### src/core/pmc_consts.svh
// Constants for the clock-mode and power-down control block.
// Assumes a 20 MHz system clock; included by the core.
`ifndef PMC_CONSTS_SVH
`define PMC_CONSTS_SVH

// Power-down field position in the control/status word
`define PMC_PD_LSB        10
`define PMC_PD_MSB        15
// Power-down field codes
`define PMC_PD_NONE       6'h00
`define PMC_PD_LIGHT_EN   6'h09
`define PMC_PD_LIGHT_ANY  6'h11
`define PMC_PD_OUT_HALT   6'h1a
`define PMC_PD_IN_STOP    6'h1c
// Global interrupt enable bit in the control/status word
`define PMC_GIE_BIT       0
// Entry delay after the field write, in clocks
`define PMC_ENTRY_CYC     9
// Strap codes
`define PMC_STRAP_BYPASS  2'h0
`define PMC_STRAP_X6      2'h1
`define PMC_STRAP_X12     2'h2
`define PMC_STRAP_X20     2'h3
// Multiply factors
`define PMC_MUL_X1        5'h01
`define PMC_MUL_X6        5'h06
`define PMC_MUL_X12       5'h0c
`define PMC_MUL_X20       5'h14
// Lock time: typical in microseconds, worst case adds 150 percent
`define PMC_LOCK_TYP_US   75
`define PMC_LOCK_PCT      250
`define PMC_CLK_MHZ       20
// Auxiliary divide ratios
`define PMC_DIV_A         4
`define PMC_DIV_B         6

`endif

### src/core/pmc_pkg.sv
// Types for the clock-mode and power-down control block.
// Assumes pmc_consts.svh sits beside it.
package pmc_pkg;
	// Power-down state
	typedef enum logic [2:0] {
		PMC_RUN,
		PMC_ENTRY,
		PMC_LIGHT,
		PMC_OUT_HALT,
		PMC_IN_STOP
	} pmc_state_e;

	// Wake request from the interrupt logic
	typedef struct packed {
		logic irq_any;   // Any interrupt pending
		logic irq_en;    // An enabled interrupt pending
		logic nonmaskable_irq_enable;      // Non-maskable enable bit
	} pmc_wake_s;

	// Core control outputs
	typedef struct packed {
		logic core_clk_en;  // Core clock gate
		logic xfer_clk_en;  // Transfer engine clock gate
		logic pll_out_en;   // PLL output enable
		logic pll_in_en;    // PLL input enable
		logic io_freeze;    // Hold functional outputs
		logic run_isr;      // Take the service routine on wake
		logic resume;       // One-cycle resume pulse
	} pmc_ctrl_s;
endpackage

### src/core/pmc_core.sv
// Clock-mode decode, lock timing, divided clocks and power-down control.
// Assumes the processor writes the control/status word through wr_i and
// that the device reset arrives on rstn_i after power and the PLL settle.
`timescale 1ns/10ps
`include "pmc_consts.svh"

module pmc_core #(
	parameter int LOCK_CYC = (`PMC_LOCK_TYP_US * `PMC_CLK_MHZ * `PMC_LOCK_PCT) / 100
) (
	// Clock and reset
	input  wire logic              sys_clk_i,
	input  wire logic              rstn_i,
	// Strap pins, asynchronous
	input  wire logic [1:0]        pll_factor_straps_i,
	// Control/status register port
	input  wire logic              wr_i,
	input  wire logic [31:0]       wdata_i,
	output logic      [31:0]       processor_control_status_o,
	// Interrupt logic wake requests
	input  wire pmc_pkg::pmc_wake_s wake_i,
	// Clock outputs and status
	output logic      [4:0]        pll_mult_o,
	output logic                   pll_locked_o,
	output logic                   core_div4_clock_out_o,
	output logic                   core_div6_clock_out_o,
	output pmc_pkg::pmc_ctrl_s     ctrl_o
);
	import pmc_pkg::*;

	//--------------------------------------------
	// Strap capture
	//--------------------------------------------
	logic [1:0]  strap_m_r;     // First stage, read only by second
	logic [1:0]  strap_s_r;     // Second stage
	logic [1:0]  strap_vld_r;   // Fill marker for the two sync stages
	logic        strap_done_r;  // Straps latched once after reset
	logic [1:0]  strap_r;       // Latched strap code

	// Pins are async, so two flops before use
	always_ff @(posedge sys_clk_i or negedge rstn_i) begin
		if (!rstn_i) begin
			strap_m_r <= `PMC_STRAP_BYPASS;  // Pull-down default
			strap_s_r <= `PMC_STRAP_BYPASS;
		end else begin
			strap_m_r <= pll_factor_straps_i;
			strap_s_r <= strap_m_r;
		end
	end

	// Latch only once both stages hold pin values, else the reset code is taken
	// Later strap motion is ignored until the next reset
	always_ff @(posedge sys_clk_i or negedge rstn_i) begin
		if (!rstn_i) begin
			strap_vld_r  <= 2'h0;
			strap_done_r <= 1'b0;
			strap_r      <= `PMC_STRAP_BYPASS;
		end else begin
			strap_vld_r <= {strap_vld_r[0], 1'b1};
			if (strap_vld_r[1] && !strap_done_r) begin
				strap_done_r <= 1'b1;
				strap_r      <= strap_s_r;
			end
		end
	end

	//--------------------------------------------
	// Multiply decode and lock timing
	//--------------------------------------------
	wire [4:0] mult_w = (strap_r == `PMC_STRAP_X6)  ? `PMC_MUL_X6  :
	                    (strap_r == `PMC_STRAP_X12) ? `PMC_MUL_X12 :
	                    (strap_r == `PMC_STRAP_X20) ? `PMC_MUL_X20 :
	                    `PMC_MUL_X1;
	wire       bypass_w = (strap_r == `PMC_STRAP_BYPASS);

	logic [31:0] lock_cnt_r;  // Cycles waited for lock
	logic        locked_r;    // Core clock usable
	wire         lock_hit_w = (lock_cnt_r >= 32'(LOCK_CYC));

	// Bypass needs no lock; multiply waits worst case
	always_ff @(posedge sys_clk_i or negedge rstn_i) begin
		if (!rstn_i) begin
			lock_cnt_r <= 32'h0;
			locked_r   <= 1'b0;
		end else if (strap_done_r && !locked_r) begin
			if (bypass_w || lock_hit_w) begin
				locked_r <= 1'b1;  // relock after each reset
			end else begin
				lock_cnt_r <= lock_cnt_r + 32'h1;
			end
		end
	end

	//--------------------------------------------
	// Auxiliary divided clocks
	//--------------------------------------------
	logic [2:0] div_a_r;  // Divide-by-four phase
	logic [2:0] div_b_r;  // Divide-by-six phase
	logic       clk_a_r;
	logic       clk_b_r;
	pmc_ctrl_s  ctrl_nxt_w;  // Next control word; dividers follow its PLL gate
	wire        a_wrap_w = (div_a_r == 3'(`PMC_DIV_A / 2 - 1));
	wire        b_wrap_w = (div_b_r == 3'(`PMC_DIV_B / 2 - 1));

	// Toggle at half period; runs in every strap mode
	always_ff @(posedge sys_clk_i or negedge rstn_i) begin
		if (!rstn_i) begin
			div_a_r <= 3'h0;
			div_b_r <= 3'h0;
			clk_a_r <= 1'b0;
			clk_b_r <= 1'b0;
		end else if (ctrl_nxt_w.pll_out_en) begin
			div_a_r <= a_wrap_w ? 3'h0 : div_a_r + 3'h1;
			div_b_r <= b_wrap_w ? 3'h0 : div_b_r + 3'h1;
			clk_a_r <= a_wrap_w ? ~clk_a_r : clk_a_r;
			clk_b_r <= b_wrap_w ? ~clk_b_r : clk_b_r;
		end
	end

	//--------------------------------------------
	// Control/status word and power-down sequencer
	//--------------------------------------------
	logic [31:0] csr_r;     // Stored control/status word
	pmc_state_e  state_r;   // Power-down state
	logic [3:0]  entry_r;   // Entry delay count
	logic [5:0]  mode_r;    // Code captured at write
	logic        resume_r;  // Resume pulse
	logic        isr_r;     // Service routine request

	wire [5:0] pd_wr_w  = wdata_i[`PMC_PD_MSB:`PMC_PD_LSB];
	wire       pd_ok_w  = (pd_wr_w == `PMC_PD_LIGHT_EN) || (pd_wr_w == `PMC_PD_LIGHT_ANY) ||
	                      (pd_wr_w == `PMC_PD_OUT_HALT) || (pd_wr_w == `PMC_PD_IN_STOP);
	wire       in_run_w = (state_r == PMC_RUN);
	wire       entry_done_w = (entry_r == 4'(`PMC_ENTRY_CYC - 1));
	// Light wake: code 01_0001 takes any interrupt, 00_1001 enabled only
	wire       wake_w   = (mode_r == `PMC_PD_LIGHT_ANY) ? wake_i.irq_any : wake_i.irq_en;
	wire       isr_ok_w = wake_i.irq_en && csr_r[`PMC_GIE_BIT] && wake_i.nonmaskable_irq_enable;

	// Writes only land while running; reserved codes act as no power-down
	always_ff @(posedge sys_clk_i or negedge rstn_i) begin
		if (!rstn_i) begin
			csr_r <= 32'h0;
		end else if (wr_i && in_run_w) begin
			csr_r <= wdata_i;  // Whole field in one write
		end else if (state_r == PMC_LIGHT && wake_w) begin
			csr_r[`PMC_PD_MSB:`PMC_PD_LSB] <= `PMC_PD_NONE;  // Field clears on wake
		end
	end

	// Sequencer; deep states exit only through rstn_i
	always_ff @(posedge sys_clk_i or negedge rstn_i) begin
		if (!rstn_i) begin
			state_r  <= PMC_RUN;
			entry_r  <= 4'h0;
			mode_r   <= `PMC_PD_NONE;
			resume_r <= 1'b0;
			isr_r    <= 1'b0;
		end else begin
			resume_r <= 1'b0;
			case (state_r)
				PMC_RUN: begin
					if (wr_i && pd_ok_w) begin
						state_r <= PMC_ENTRY;
						mode_r  <= pd_wr_w;
						entry_r <= 4'h0;
					end
				end
				PMC_ENTRY: begin
					entry_r <= entry_r + 4'h1;
					if (entry_done_w) begin
						if (mode_r == `PMC_PD_OUT_HALT) begin
							state_r <= PMC_OUT_HALT;
						end else if (mode_r == `PMC_PD_IN_STOP) begin
							state_r <= PMC_IN_STOP;
						end else begin
							state_r <= PMC_LIGHT;
						end
					end
				end
				PMC_LIGHT: begin
					if (wake_w) begin
						state_r  <= PMC_RUN;
						resume_r <= 1'b1;
						isr_r    <= isr_ok_w;
					end
				end
				default: begin
					state_r <= state_r;
				end
			endcase
		end
	end

	//--------------------------------------------
	// Gate decode
	//--------------------------------------------
	wire deep_w = (state_r == PMC_OUT_HALT) || (state_r == PMC_IN_STOP);
	assign ctrl_nxt_w.core_clk_en = locked_r && in_run_w || locked_r && state_r == PMC_ENTRY;
	assign ctrl_nxt_w.xfer_clk_en = locked_r && !deep_w;
	assign ctrl_nxt_w.pll_out_en  = !deep_w;
	assign ctrl_nxt_w.pll_in_en   = (state_r != PMC_IN_STOP);
	assign ctrl_nxt_w.io_freeze   = deep_w;
	assign ctrl_nxt_w.run_isr     = isr_r;
	assign ctrl_nxt_w.resume      = resume_r;

	//--------------------------------------------
	// Registered outputs
	//--------------------------------------------
	always_ff @(posedge sys_clk_i or negedge rstn_i) begin
		if (!rstn_i) begin
			processor_control_status_o <= 32'h0;
			pll_mult_o                 <= `PMC_MUL_X1;
			pll_locked_o               <= 1'b0;
			core_div4_clock_out_o      <= 1'b0;
			core_div6_clock_out_o      <= 1'b0;
			ctrl_o                     <= '0;
		end else begin
			processor_control_status_o <= csr_r;
			pll_mult_o                 <= mult_w;
			pll_locked_o               <= locked_r;
			core_div4_clock_out_o      <= clk_a_r;
			core_div6_clock_out_o      <= clk_b_r;
			ctrl_o                     <= ctrl_nxt_w;
		end
	end
endmodule

### config.mk
export PLATFORM = sky130hd
export DESIGN_NAME = pmc_core
export DESIGN_NICKNAME = d
export VERILOG_FILES = /design/src/core/pmc_pkg.sv /design/src/core/pmc_core.sv
export VERILOG_INCLUDE_DIRS = /design/src /design/src/core
export SDC_FILE = /design/constraint.sdc
export NUM_CORES = 1
export LEC_CHECK = 0
export ABC_AREA = 1
export BUFFER_PORTS_ARGS = -buffer_cell sky130_fd_sc_hd__buf_2
export CAP_MARGIN = 20
export CELL_PAD_IN_SITES_DETAIL_PLACEMENT = 0
export CELL_PAD_IN_SITES_GLOBAL_PLACEMENT = 1
export CORE_ASPECT_RATIO = 0.6
export CORE_MARGIN = 4
export CORE_UTILIZATION = 44
export DETAILED_ROUTE_END_ITERATION = 8
export GPL_TIMING_DRIVEN = 0
export PLACE_DENSITY_LB_ADDON = 0.1
export SLEW_MARGIN = 20
export SYNTH_ARGS = -nofsm -noshare
export SYNTH_HDL_FRONTEND = slang
export SYNTH_SLANG_ARGS = --single-unit
### constraint.sdc
create_clock -name sys_clk_i -period 1.81 [get_ports sys_clk_i]
set_input_delay 0.362 -clock sys_clk_i [delete_from_list [all_inputs] [get_ports sys_clk_i]]
set_output_delay 0.362 -clock sys_clk_i [all_outputs]
set_load 0.05 [all_outputs]
==> qor.csv <==
stage,metric,value,unit
status,outcome,completed,
placement,post-place-ws,0.121,ns
logic_synthesis,yosysSeqAreaShare,68.5,%
pwr,p_leak,3.54,nW
routing,avgViaCountPerCell,4.42,
critical_path,crit_path_max_fanout,10,
clock_network,cts_root_buffer,clkbuf_16,
sta,hold_violations,0,
logic_synthesis,ys_ff_latch,144,
finish,fin_nets,610,
run,cap_viol_max_count,0,
clock_network,clkLatencyLatePin,0.41,ns
critical_path,worstPathRequired,2.09,ns
global_route,grt_pass1_vias,3350,
placement,dpl-instance-area,0.00593,sq mm
global_route,grt_antenna_before_repair,0,
floorplanning,core_area,0.0115,sq mm
logic_synthesis,synth_area,0.00526,sq mm
clock_network,cts_tree,yes,
worst_hold_path,hp-class,input pin to register,
clock_network,cts.path.max_buffers,2,
routing,dr.pass1.iters,4,
critical_path,cp.arrival,1.92,ns
sta,slew_violations,0,
pwr,power_density,1150,mW/mm^2
global_route,grt_pass1_wl,16200,um
global_route,met3_usage,5.77,%
finish,drive_above_1_share,28.3,%
sta,fin_crit,1.63,ns
finish,instances_no_fill,739,
finish,syn_to_final_growth,24.9,%
global_route,top_usage_layer,met2,
logic_synthesis,ys_async_sr_fraction,100,%
placement,dp.cells,706,
sta,finalCritPeriodShare,90.2,%
global_route,grt_max_degree,81,
finish,final_cell_area,0.00657,sq mm
global_route,grt_use_met2,21.9,%
logic_synthesis,syn_nets,503,
routing,first_iter_violations,170,
sta,rsz0062_at_grt,no,
sta,finClkSkew,0.00893,ns
logic_synthesis,synth_flop_cell,dfrtp_1,
logic_synthesis,synth.distinct_cells,34,
critical_path,critPathLaunchType,register,
logic_synthesis,synth_edf_count,0,
sta,fin_ws,0.178,ns
placement,dpl.hpwl,6630,um
global_route,track_usage,14.9,%
logic_synthesis,ys_warn_count,0,
floorplanning,start_util,45.8,%
routing,antenna_left,0,
floorplanning,pin_count,87,
logic_synthesis,avgSynthCellArea,11.5,sq um
floorplanning,rows,30,
clock_network,cts_buffers,17,
global_route,met1_usage,21.1,%
placement,place_congestion,0.740,
sta,setup_viol,0,
floorplanning,die_area,0.0138,sq mm
routing,drt-total-wl,9430,um
critical_path,path_class,register to register,
logic_synthesis,synthCells,459,
routing,avgRoutedWirePerCell,12.8,um
clock_network,clkTransAtPathRegs,0.06,ns
routing,drcViolationCount,0,
clock_network,cts_sinks,144,
clock_network,cts_htree_levels,4,
floorplanning,die_width,149,um
floorplanning,die_y,92.7,um
global_route,grt_overflow,0,
critical_path,cp-end-kind,register,
sta,clock.fmax,613,MHz
routing,vias,3267,
finish,diodes,0,
pwr,ir_worst_vdd,0.000764,V
placement,io_buffers,86,
[Yosys cell counts (2+ instances only)]
library cell / count / area (sq um)
clkbuf_1: 20 / 75.1
nand3b_1: 2 / 15.0
nand2_1: 79 / 297
dfrtp_1: 143 / 3580
inv_1: 47 / 176
buf_2: 3 / 15.0
xor2_1: 2 / 17.5
nor3_1: 5 / 25.0
nor2_4: 3 / 33.8
a21oi_1: 4 / 20.0
mux2_4: 8 / 120
xnor2_1: 3 / 26.3
nor2_1: 43 / 161
inv_2: 3 / 11.3
nand2_2: 2 / 12.5
nor2_2: 3 / 18.8
buf_6: 3 / 33.8
nand3_1: 24 / 120
ha_1: 4 / 50.1
o21ai_0: 21 / 105
nand4_1: 7 / 43.8
mux2_2: 18 / 203
[power breakdown]
group	internal (W)	leakage (nW)	switching, W
sequential	0.00332	1.93	0.0000699
clock	0.00235	0.307	0.00132
combinational	0.000141	1.30	0.000336
[worst paths after layout]
check / to / cells past startpoint / from / slack, ns
worst max-delay path: lock_cnt_r[5] / 11 / lock_cnt_r[0] / 0.18
min in group asynchronous: processor_control_status_o[3] / 2 / rstn_i / 0.49
worst min-delay path: strap_m_r[1] / 1 / pll_factor_straps_i[1] / 0.07
worst max register to register: lock_cnt_r[5] / 11 / lock_cnt_r[0] / 0.18
worst min register to register: strap_s_r[1] / 0 / strap_m_r[1] / 0.34
max in group asynchronous: pll_mult_o[0] / 3 / rstn_i / 0.56
[cell type report]
cell class	instances	area [sq um]
fill	998	4910
sequential	144	3600
multi-input combinational	239	1350
timing repair buffer	88	478
clock buffer	19	443
tap	160	200
inverter	50	188
clock inverter	13	186
buffer	26	124
[what timing repair did]
| action | in CTS | in global routing |
|---|---|---|
| resized for setup | 0 | 1 |
| hold buffers | 1 | 0 |
| setup buffers | 0 | 0 |
| hold endpoints to repair | 64 | 0 |
| endpoints found under the setup margin | 0 | 6 |
[cell families (layout without fill, tap and decap cells)]
family                   count (synthesis)  after routing  share of synthesized area [%]
adder cells (fa/ha/maj)                  4              4                          0.951
multiplexers                            27             27                           6.32
flip-flops                             144            144                           68.5
AO/OA/AOI/OAI                           30             30                           3.04
buffers and inverters                   76            196                           5.92
AND/OR/NAND/NOR                        172            172                           14.4
other                                    1              1                         0.0713
XOR/XNOR                                 5              5                          0.832
[layer usage]
layer	wire length (um)	part of all wire, %
met1	4690	50
met2	4290	46
met3	410	4.3
met4	40	0.42
met5	0	0
[state kept, by name, summed over array words and instances (netlist names), 2 cells and up]
signal / flops
processor_control_status_o: 32
div_b_r: 3
pll_mult_o: 5
csr_r: 32
strap_s_r: 2
strap_m_r: 2
ctrl_o: 7
mode_r: 6
strap_vld_r: 2
state_r: 3
lock_cnt_r: 32
strap_r: 2
div_a_r: 3
entry_r: 4
[placed cells by master (no fill, tap or decap), drive strengths merged, types with 2 or more instances in the layout]
master  count
dfrtp     143
xor2        2
nor2       49
clkbuf     39
nand3      25
inv        51
xnor2       3
bufinv      4
a21oi       4
clkinv      7
nand2      81
buf        93
nor3        5
ha          4
nand4       7
mux2       26
nand3b      2
o21ai      22
[per-stage QoR]
| step | total power (W) | utilization [%] | hold WS [ns] | setup TNS, ns |
|---|---|---|---|---|
| finish | 0.00754 | 57.2 | 0.0651 | 0 |
| global route | 0.00788 | 57.2 | 0.0432 | 0 |
| CTS | 0.00764 | 57.2 | 0.0468 | 0 |
| detailed placement | 0.00394 | 51.6 | 0.335 | 0 |
| global placement | 0.00391 | 51.3 | 0.334 | -224.16 |
| floorplan | 0.00373 | - | 0.0664 | 0 |
[worst max-delay path, cell delays in order, from the launching register on]
cell	delay, ns
dfrtp_1	0.39
inv_1	0.09
ha_1	0.20
nand2_1	0.06
nand3_1	0.08
nand2_1	0.06
nand2_1	0.05
nand2_2	0.10
nand3_2	0.10
buf_6	0.16
o21ai_0	0.14
nand2_1	0.07
(Power assumes the default switching activity.)
